<file path="src/rxpm_pkg.sv">
package rxpm_pkg;

	// register bus carrier
	typedef logic [15:0] rxpm_addr_t;
	typedef logic [15:0] rxpm_data_t;

	typedef struct packed {
		logic       wrStb;
		logic       rdStb;
		rxpm_addr_t addr;
		rxpm_data_t wrData;
	} rxpm_bus_t;

	// received byte stream, first byte after the delimiter follows start
	typedef struct packed {
		logic       start;
		logic       valid;
		logic [7:0] data;
		logic       frameEnd;
	} rxpm_rx_t;

	// sizes
	localparam int unsigned RXPM_PAT_BYTES  = 64;
	localparam int unsigned RXPM_PAT_WORDS  = 32;
	localparam int unsigned RXPM_MASK_WORDS = 4;
	localparam int unsigned RXPM_BYTE_W     = 8;

	// register map
	localparam rxpm_addr_t RXPM_PAT_BASE           = 16'h04A8;
	localparam rxpm_addr_t RXPM_PAT_BYTES_14_15    = 16'h04AF;
	localparam rxpm_addr_t RX_PATTERN_BYTES_46_47  = 16'h04BF;
	localparam rxpm_addr_t RX_PATTERN_BYTES_48_49  = 16'h04C0;
	localparam rxpm_addr_t RX_PATTERN_BYTES_50_51  = 16'h04C1;
	localparam rxpm_addr_t RX_PATTERN_BYTES_52_53  = 16'h04C2;
	localparam rxpm_addr_t RX_PATTERN_BYTES_54_55  = 16'h04C3;
	localparam rxpm_addr_t RX_PATTERN_BYTES_56_57  = 16'h04C4;
	localparam rxpm_addr_t RX_PATTERN_BYTES_58_59  = 16'h04C5;
	localparam rxpm_addr_t RX_PATTERN_BYTES_60_61  = 16'h04C6;
	localparam rxpm_addr_t RX_PATTERN_BYTES_62_63  = 16'h04C7;
	localparam rxpm_addr_t RX_PATTERN_MASK_0_15    = 16'h04C8;
	localparam rxpm_addr_t RX_PATTERN_MASK_16_31   = 16'h04C9;
	localparam rxpm_addr_t RX_PATTERN_MASK_32_47   = 16'h04CA;
	localparam rxpm_addr_t RX_PATTERN_MASK_48_63   = 16'h04CB;
	localparam rxpm_addr_t RX_PATTERN_MATCH_CONTROL = 16'h04CC;

	// fields and reset values
	localparam int unsigned RXPM_START_OFF_LSB = 0;
	localparam int unsigned RXPM_START_OFF_W   = 6;
	localparam logic [5:0]  RXPM_START_OFF_RST = 6'h0C;
	localparam logic [5:0]  RXPM_LAST_IDX      = 6'h3F;
	localparam rxpm_data_t  RXPM_PAT_RST       = 16'h0000;
	localparam rxpm_data_t  RXPM_MASK_RST      = 16'h0000;

	// matcher states, gray along idle -> skip -> compare
	typedef enum logic [1:0] {
		RXPM_IDLE = 2'b00,
		RXPM_SKIP = 2'b01,
		RXPM_CMP  = 2'b11
	} rxpm_fsm_t;

	typedef struct packed {
		logic [RXPM_PAT_WORDS-1:0][15:0]  patWord;
		logic [RXPM_MASK_WORDS-1:0][15:0] maskWord;
		logic [5:0]                       startOff;
		rxpm_fsm_t                        fsm;
		logic [5:0]                       cnt;
		logic                             miss;
		rxpm_data_t                       rdData;
		logic                             hit;
		logic                             missOut;
	} rxpm_state_t;

	localparam rxpm_state_t RXPM_STATE_RST = '{
		patWord:  {RXPM_PAT_WORDS{RXPM_PAT_RST}},
		maskWord: {RXPM_MASK_WORDS{RXPM_MASK_RST}},
		startOff: RXPM_START_OFF_RST,
		fsm:      RXPM_IDLE,
		cnt:      6'h00,
		miss:     1'b0,
		rdData:   16'h0000,
		hit:      1'b0,
		missOut:  1'b0
	};

endpackage

</file>
<file path="src/rxpm_byte_cmp.sv">
`timescale 1ns/1ns
`default_nettype none

module rxpm_byte_cmp #(
	parameter int unsigned W = 8
) (
	// operands
	input  wire logic [W-1:0] patByte,
	input  wire logic [W-1:0] rxByte,
	input  wire logic         maskBit,
	// result
	output logic              byteMiss
);
	// a masked byte never counts against the frame
	assign byteMiss = !maskBit && (patByte != rxByte);
endmodule // rxpm_byte_cmp

`default_nettype wire

</file>
<file path="src/rxpm_match_cfg.sv">
// How it works
// - each pattern register: odd byte in 15:8, even byte in 7:0, RW
// - pattern is 64 bytes, last register carries bytes 62 and 63
// - mask bit one excludes that byte from comparison, zero includes it
// - four 16-bit masks cover bytes 0-15, 16-31, 32-47, 48-63
// - control bits 5:0 give bytes after delimiter where comparing starts
// - offset is zero-based: zero compares from the first byte
// - offset resets to twelve, skipping both six-byte addresses
// - lower bytes sit in preceding registers, same two-byte layout
`timescale 1ns/1ns
`default_nettype none

module rxpm_match_cfg
	import rxpm_pkg::*;
#(
	parameter int unsigned PAT_BYTES = 64
) (
	// clock and reset
	input  wire logic                core_clk,
	input  wire logic                arst_n,
	// register port
	input  wire rxpm_pkg::rxpm_bus_t bus,
	output rxpm_pkg::rxpm_data_t     rdData,
	// received bytes
	input  wire rxpm_pkg::rxpm_rx_t  rx,
	// match result pulses
	output logic                     matchHit,
	output logic                     matchMiss
);
	import rxpm_pkg::*;

	if (PAT_BYTES != RXPM_PAT_BYTES) begin : g_badSize
		$error("pattern size must be 64 bytes");
	end

	rxpm_state_t st_r;
	rxpm_state_t st_nxt;

	rxpm_addr_t  patOff;
	rxpm_addr_t  maskOff;
	logic        patSel;
	logic        maskSel;
	logic        ctrlSel;
	logic [4:0]  patIdx;
	logic [1:0]  maskIdx;
	logic [5:0]  curIdx;
	logic [7:0]  patByte;
	logic        maskBit;
	logic        byteMiss;

	// decode; registers sit at their printed word offsets
	assign patOff  = bus.addr - RXPM_PAT_BASE;
	assign maskOff = bus.addr - RX_PATTERN_MASK_0_15;
	assign patSel  = (bus.addr >= RXPM_PAT_BASE) &&
		(bus.addr <= RX_PATTERN_BYTES_62_63);
	assign maskSel = (bus.addr >= RX_PATTERN_MASK_0_15) &&
		(bus.addr <= RX_PATTERN_MASK_48_63);
	assign ctrlSel = (bus.addr == RX_PATTERN_MATCH_CONTROL);
	assign patIdx  = patOff[4:0];
	assign maskIdx = maskOff[1:0];

	// byte under comparison: pattern byte 0 while still skipping
	assign curIdx  = (st_r.fsm == RXPM_SKIP) ? 6'h00 : st_r.cnt;
	assign patByte = curIdx[0] ? st_r.patWord[curIdx[5:1]][15:8]
		: st_r.patWord[curIdx[5:1]][7:0];
	assign maskBit = st_r.maskWord[curIdx[5:4]][curIdx[3:0]];

	rxpm_byte_cmp #(
		.W(RXPM_BYTE_W)
	) u_cmp (
		.patByte  (patByte),
		.rxByte   (rx.data),
		.maskBit  (maskBit),
		.byteMiss (byteMiss)
	);

	always_comb begin
		st_nxt         = st_r;
		st_nxt.rdData  = 16'h0000;
		st_nxt.hit     = 1'b0;
		st_nxt.missOut = 1'b0;

		// software writes
		if (bus.wrStb) begin
			if (patSel) begin
				st_nxt.patWord[patIdx] = bus.wrData;
			end else if (maskSel) begin
				st_nxt.maskWord[maskIdx] = bus.wrData;
			end else if (ctrlSel) begin
				st_nxt.startOff = bus.wrData[5:0];
			end
		end

		// software reads; unmapped and reserved bits read zero
		if (bus.rdStb) begin
			if (patSel) begin
				st_nxt.rdData = st_r.patWord[patIdx];
			end else if (maskSel) begin
				st_nxt.rdData = st_r.maskWord[maskIdx];
			end else if (ctrlSel) begin
				st_nxt.rdData = {10'h000, st_r.startOff};
			end
		end

		// matcher runs on the stored config of the previous cycle
		unique case (st_r.fsm)
			RXPM_IDLE: begin
			end
			RXPM_SKIP: begin
				if (rx.valid) begin
					if (st_r.cnt == st_r.startOff) begin
						st_nxt.miss = byteMiss;
						st_nxt.cnt  = 6'h01;
						st_nxt.fsm  = RXPM_CMP;
					end else begin
						st_nxt.cnt = st_r.cnt + 6'h01;
					end
				end
			end
			RXPM_CMP: begin
				if (rx.valid) begin
					if (st_r.cnt == RXPM_LAST_IDX) begin
						st_nxt.hit     = !(st_r.miss || byteMiss);
						st_nxt.missOut = st_r.miss || byteMiss;
						st_nxt.fsm     = RXPM_IDLE;
					end else begin
						st_nxt.miss = st_r.miss || byteMiss;
						st_nxt.cnt  = st_r.cnt + 6'h01;
					end
				end
			end
			default: begin
				st_nxt.fsm = RXPM_IDLE;
			end
		endcase

		// a frame too short to cover the whole pattern never matches
		if (rx.frameEnd && st_nxt.fsm != RXPM_IDLE) begin
			st_nxt.missOut = 1'b1;
			st_nxt.fsm     = RXPM_IDLE;
		end

		// a new delimiter restarts counting, dropping any frame in progress
		if (rx.start) begin
			st_nxt.fsm     = RXPM_SKIP;
			st_nxt.cnt     = 6'h00;
			st_nxt.miss    = 1'b0;
			st_nxt.hit     = 1'b0;
			st_nxt.missOut = 1'b0;
		end
	end

	always_ff @(posedge core_clk or negedge arst_n) begin
		if (!arst_n) begin
			st_r <= RXPM_STATE_RST;
		end else begin
			st_r <= st_nxt;
		end
	end

	assign rdData    = st_r.rdData;
	assign matchHit  = st_r.hit;
	assign matchMiss = st_r.missOut;

	// assertion helper: has software ever written the control register
	logic ctrlTouched_r;
	always_ff @(posedge core_clk or negedge arst_n) begin
		if (!arst_n) begin
			ctrlTouched_r <= 1'b0;
		end else if (bus.wrStb && ctrlSel) begin
			ctrlTouched_r <= 1'b1;
		end
	end
endmodule // rxpm_match_cfg

`default_nettype wire

</file>
<file path="config.mk">
export PLATFORM = sky130hd
export DESIGN_NAME = rxpm_match_cfg
export DESIGN_NICKNAME = d
export VERILOG_FILES = /design/src/rxpm_pkg.sv /design/src/rxpm_byte_cmp.sv /design/src/rxpm_match_cfg.sv
export SDC_FILE = /design/constraint.sdc
export NUM_CORES = 1
export LEC_CHECK = 0
export BUFFER_PORTS_ARGS = -buffer_cell sky130_fd_sc_hd__buf_2
export CAP_MARGIN = 10
export CORE_MARGIN = 1.5
export CORE_UTILIZATION = 35
export CTS_BUF_LIST = sky130_fd_sc_hd__clkbuf_8
export CTS_CLUSTER_DIAMETER = 40
export DETAILED_ROUTE_END_ITERATION = 12
export PLACE_DENSITY_LB_ADDON = 0.2
export REMOVE_ABC_BUFFERS = 1
export SYNTH_ARGS = -nofsm -noshare
export SYNTH_HDL_FRONTEND = slang
export SYNTH_SLANG_ARGS = --single-unit
</file>
<file path="constraint.sdc">
create_clock -name core_clk -period 3.65 [get_ports core_clk]
set_clock_uncertainty 0.1 [all_clocks]
set_input_delay 0.73 -clock core_clk [delete_from_list [all_inputs] [get_ports core_clk]]
set_output_delay 0.73 -clock core_clk [all_outputs]
set_load 0.01 [all_outputs]
</file>
==> impl_results.html <==
<table>
<tr><th>Metric</th><th>Value</th></tr>
<tr><th colspan="2">STA</th></tr>
<tr><td>Peak Freq</td><td>275 MHz</td></tr>
<tr><td>Crit share post-route</td><td>0.994</td></tr>
<tr><td>Max transition margin</td><td>0.327</td></tr>
<tr><td>Number of failing hold endpoints at the final stage</td><td>0</td></tr>
<tr><td>Setup-failing EPs final</td><td>0</td></tr>
<tr><td>Final critical path time including I/O delays and setup</td><td>3630 ps</td></tr>
<tr><td>Sum of negative setup slack</td><td>0 ps</td></tr>
<tr><td>Min Hold Slack</td><td>139 ps</td></tr>
<tr><td>Worst Tran Pin Value</td><td>1010 ps</td></tr>
<tr><td>Max-slew violation count</td><td>0</td></tr>
<tr><th colspan="2">Setup path</th></tr>
<tr><td>Category of cells accounting for the largest share of critical-path delay</td><td>compound AO/OA/AOI/OAI gates</td></tr>
<tr><td>Data required time at the worst endpoint</td><td>4240 ps</td></tr>
<tr><td>Critical path peak fanout</td><td>25</td></tr>
<tr><td>Slowest CP cell</td><td>sky130_fd_sc_hd__dfrtp_4</td></tr>
<tr><td>Critical Path AT</td><td>4220 ps</td></tr>
<tr><td>Depth of the worst register-to-register path</td><td>12</td></tr>
<tr><td>Worst path max stage delay</td><td>530 ps</td></tr>
<tr><td>CP startpoint kind</td><td>flip-flop</td></tr>
<tr><td>Crit path buf inv count</td><td>3</td></tr>
<tr><td>Levels on crit path</td><td>12</td></tr>
<tr><td>Critical path class</td><td>reg2reg</td></tr>
<tr><td>Critical path cell sequence</td><td>buf_12 &gt; buf_12 &gt; o21ai_0 &gt; a222oi_1 &gt; o22ai_1 &gt; o211ai_1 &gt; o22ai_1 &gt; xnor2_1 &gt; o2111ai_1 &gt; o31ai_4 &gt; buf_4 &gt; and3b_1</td></tr>
<tr><td>Capturing element type of the critical path</td><td>flip-flop</td></tr>
<tr><th colspan="2">Clocking</th></tr>
<tr><td>Total clock sinks</td><td>609</td></tr>
<tr><td>CTS H-tree lvls</td><td>3</td></tr>
<tr><td>CTS Root Buffer Type</td><td>sky130_fd_sc_hd__clkbuf_8</td></tr>
<tr><td>Total CTS buffers</td><td>118</td></tr>
<tr><td>TritonCTS clock tree</td><td>done</td></tr>
<tr><td>Clock insertion delay at the later pin of the skew report</td><td>790 ps</td></tr>
<tr><td>Clock slew at reported path FFs</td><td>70 ps</td></tr>
<tr><td>Max clock buf depth</td><td>3</td></tr>
<tr><th colspan="2">Global routing</th></tr>
<tr><td>Fraction of met3 tracks used by global routing</td><td>0.0539</td></tr>
<tr><td>Met1 capacity usage during global routing</td><td>0.358</td></tr>
<tr><td>Residual overflow from global routing</td><td>0</td></tr>
<tr><td>Via count of the first global-routing pass</td><td>25,800</td></tr>
<tr><td>GR Layer Usage met2</td><td>0.396</td></tr>
<tr><td>Number of antenna violations at the first check in global routing</td><td>4</td></tr>
<tr><td>First-pass GRT wire length</td><td>187 mm</td></tr>
<tr><td>Largest net degree at the start of global routing</td><td>97</td></tr>
<tr><td>Global-route layer with the greatest usage</td><td>met2</td></tr>
<tr><td>Overall track demand over capacity in global routing</td><td>0.262</td></tr>
<tr><th colspan="2">Power and ir drop</th></tr>
<tr><td>Total internal power</td><td>0.0115 W</td></tr>
<tr><td>Highest ir drop seen on vdd</td><td>0.277 mV</td></tr>
<tr><td>Sum of internal, switching and leakage power</td><td>0.0155 W</td></tr>
<tr><td>Power density over the cells</td><td>387 nW/um^2</td></tr>
<tr><td>Proportion of power drawn by combinational gates</td><td>0.064</td></tr>
<tr><td>Reg power frac</td><td>0.437</td></tr>
<tr><td>Static leakage power</td><td>18.3 nW</td></tr>
<tr><td>Portion of total power attributed to the clock network</td><td>0.499</td></tr>
<tr><td>Net switching power of the design</td><td>0.00395 W</td></tr>
<tr><td>Switching share of power</td><td>0.255</td></tr>
<tr><th colspan="2">Hold path</th></tr>
<tr><td>Type of the worst min-delay path</td><td>in2reg</td></tr>
<tr><td>Worst hold path cell count</td><td>2</td></tr>
<tr><th colspan="2">Logic synthesis</th></tr>
<tr><td>Share of the synthesized area in the top cell type</td><td>0.453</td></tr>
<tr><td>Post-Synth XOR/XNOR Area</td><td>0.00366</td></tr>
<tr><td>Unique masters post-synth</td><td>73</td></tr>
<tr><td>Combinational family with the most area after synthesis</td><td>multiplexers</td></tr>
<tr><td>Mean instance size in the synthesized netlist</td><td>12.9 um^2</td></tr>
<tr><td>Main area contributors after synthesis</td><td>sky130_fd_sc_hd__dfrtp_1 (45%), sky130_fd_sc_hd__mux2_2 (21%), sky130_fd_sc_hd__mux4_2 (12%)</td></tr>
<tr><td>Cell type contributing the most total cell area after synthesis</td><td>sky130_fd_sc_hd__dfrtp_1</td></tr>
<tr><td>Proportion of synthesized chip area in sequential cells</td><td>0.455</td></tr>
<tr><td>Number of storage elements in the synthesis netlist</td><td>609</td></tr>
<tr><td>Most instantiated cells after synthesis</td><td>sky130_fd_sc_hd__mux2_2 (631), sky130_fd_sc_hd__dfrtp_1 (607), sky130_fd_sc_hd__mux4_2 (181), sky130_fd_sc_hd__clkbuf_1 (151), sky130_fd_sc_hd__nor2_1 (102)</td></tr>
<tr><td>Asr flop ratio synth</td><td>1.00</td></tr>
<tr><td>Share of the synthesized area in compound gates (AO/OA/AOI/OAI)</td><td>0.0885</td></tr>
<tr><td>Cell count after synthesis</td><td>2,602</td></tr>
<tr><td>Number of warnings printed during yosys synthesis</td><td>0</td></tr>
<tr><td>Simple-gate portion of the synthesized area</td><td>0.0507</td></tr>
<tr><td>Fraction of synthesized area in multiplexers</td><td>0.360</td></tr>
<tr><td>Top-count cell post-synth</td><td>sky130_fd_sc_hd__mux2_2</td></tr>
<tr><td>Top FF cell, synth</td><td>sky130_fd_sc_hd__dfrtp_1</td></tr>
<tr><td>Number of enable flip-flop cells after synthesis</td><td>0</td></tr>
<tr><td>Share of synthesized cell area in full adder, half adder and majority cells</td><td>0.00187</td></tr>
<tr><td>Post-Syn Area</td><td>33,500 um^2</td></tr>
<tr><th colspan="2">Routing</th></tr>
<tr><td>Wire per inst</td><td>31.2 um</td></tr>
<tr><td>Overall routed net length</td><td>129 mm</td></tr>
<tr><td>Iteration-0 DRC Markers</td><td>2,720</td></tr>
<tr><td>DRT Pass-1 Iters</td><td>5</td></tr>
<tr><td>DRC viols</td><td>0</td></tr>
<tr><td>Number of nets with antenna violations after routing</td><td>0</td></tr>
<tr><td>Vias per cell</td><td>6.14</td></tr>
<tr><td>Total via count in the routed design</td><td>25,400</td></tr>
<tr><th colspan="2">Floorplanning</th></tr>
<tr><td>Cell Rows</td><td>113</td></tr>
<tr><td>DIE AREA</td><td>97,600 um^2</td></tr>
<tr><td>Vert. Die Dim</td><td>312 um</td></tr>
<tr><td>Starting utilization of the core area</td><td>0.353</td></tr>
<tr><td>Die width</td><td>312 um</td></tr>
<tr><td>Boundary pin count</td><td>65</td></tr>
<tr><td>Area of the placeable core</td><td>94,900 um^2</td></tr>
<tr><th colspan="2">Place</th></tr>
<tr><td>Placed wire-length estimate after detailed placement</td><td>85.8 mm</td></tr>
<tr><td>I/O Buffers</td><td>64</td></tr>
<tr><td>Cell area after placement</td><td>37,000 um^2</td></tr>
<tr><td>Routability congestion estimate from global placement</td><td>0.894</td></tr>
<tr><th colspan="2">Final layout</th></tr>
<tr><td>Post-layout net count</td><td>2,836</td></tr>
<tr><td>Post-synthesis to final-layout area growth</td><td>19.5%</td></tr>
<tr><td>Cell area after layout</td><td>40,000 um^2</td></tr>
<tr><td>Share of layout cells above drive strength 1</td><td>0.491</td></tr>
<tr><th colspan="2">Job</th></tr>
<tr><td>Max Cap Violations</td><td>0</td></tr>
<tr><th colspan="2">Outcome</th></tr>
<tr><td>Run status</td><td>finished, final reports clean</td></tr>
</table>
## path summary, 6_finish.rpt
check | end | slack (ps) | start
worst max-delay path | matchHit$_DFF_PN0_ | 20 | st_r[20]$_DFFE_PN0P_
worst min register to register | st_r[376]$_DFFE_PN0P_ | 430 | st_r[376]$_DFFE_PN0P_
worst max register to register | matchHit$_DFF_PN0_ | 20 | st_r[20]$_DFFE_PN0P_
min in group asynchronous | st_r[43]$_DFFE_PN0P_ | 500 | arst_n
max in group asynchronous | st_r[289]$_DFFE_PN0P_ | 1850 | arst_n
worst min-delay path | st_r[19]$_DFFE_PN0P_ | 140 | rx[10]
## worst register-to-register path, cell delays in order, from the launching register on
cell and delay (ps):
sky130_fd_sc_hd__dfrtp_4 530, sky130_fd_sc_hd__buf_12 200, sky130_fd_sc_hd__buf_12 210, sky130_fd_sc_hd__o21ai_0 500, sky130_fd_sc_hd__a222oi_1 220, sky130_fd_sc_hd__o22ai_1 350, sky130_fd_sc_hd__o211ai_1 130, sky130_fd_sc_hd__o22ai_1 280
sky130_fd_sc_hd__xnor2_1 180, sky130_fd_sc_hd__o2111ai_1 180, sky130_fd_sc_hd__o31ai_4 330, sky130_fd_sc_hd__buf_4 180, sky130_fd_sc_hd__and3b_1 160
## per-stage QoR
stage | worst slack, ps | instances | utilization
floorplan | -5030 | 2316 | -
global placement | -759 | 3911 | 0.390
detailed placement | -552 | 3911 | 0.390
CTS | 1.67 | 4131 | 0.419
global route | -7.83 | 4146 | 0.422
finish | 20.2 | 4148 | 0.422
## timing repair
action,in CTS,in global routing
pin swaps,1,7
gates cloned,0,1
buffers inserted,3,13
gates resized for setup,11,23
hold endpoints to repair,64,0
endpoints found under the setup margin,3,3
hold buffers,1,0
## cell families (layout without fill, tap and decap cells)
logic type / count (synthesis) / after routing
buffers and inverters: 314 / 592
adders and majority gates: 5 / 5
xor gates and xnor gates: 14 / 14
other: 0 / 3
AOI/OAI and AO/OA: 427 / 427
muxes: 901 / 901
and+or+nand+nor: 332 / 332
DFF: 609 / 609
## placed cells by master, fill, tap and decap left out, drive strengths merged, types with 5 or more instances in the layout
cell type  count
o211ai        15
dfrtp        607
clkinvlp      10
o32ai          6
o21ai         65
mux4         181
buf          346
bufinv        12
nand3         44
o31ai          6
nor3          18
a2111oi        6
nor2         106
inv           53
xnor2         12
ha             5
a31oi         33
o221ai        50
o22ai         60
and2           6
nand2b        13
nand2         58
mux2i         89
nor3b          7
and3          13
o41ai          5
clkinv        24
o311ai         8
clkbuf       146
o2111ai        9
a21oi         63
nand4         10
or3           22
nor2b         22
a211oi        36
mux2         631
a221oi        28
## sequential cells by signal (all words and copies together), names as in the netlist
signal / flops
matchMiss: 1
matchHit: 1
st_r: 591
rdData: 16
## routing by layer
metal	wire length (um)	up-vias
li1	-	10400
met1	54200	13500
met2	57900	1304
met3	10300	275
met4	6740	4
met5	22	-
## layout make-up
cell class | instances | area (um^2)
antenna | 3 | 7.51
multi-input combinational | 1679 | 17100
sequential | 609 | 15300
clock inverter | 71 | 707
clock buffer | 145 | 2000
inverter | 28 | 109
timing repair buffer | 348 | 3270
tap | 1265 | 1580
fill | 8750 | 54800
## power groups by stage
stage / sequential (W) / clock [W] / combinational, W
detailed placement: 0.00689 / 0 / 0.000972
CTS: 0.00677 / 0.00787 / 0.000981
floorplan: 0.00690 / 0 / 0.000257
global placement: 0.00689 / 0 / 0.000966
global route: 0.00676 / 0.00821 / 0.00105
finish: 0.00677 / 0.00773 / 0.000990
(Power assumes the default switching activity.)
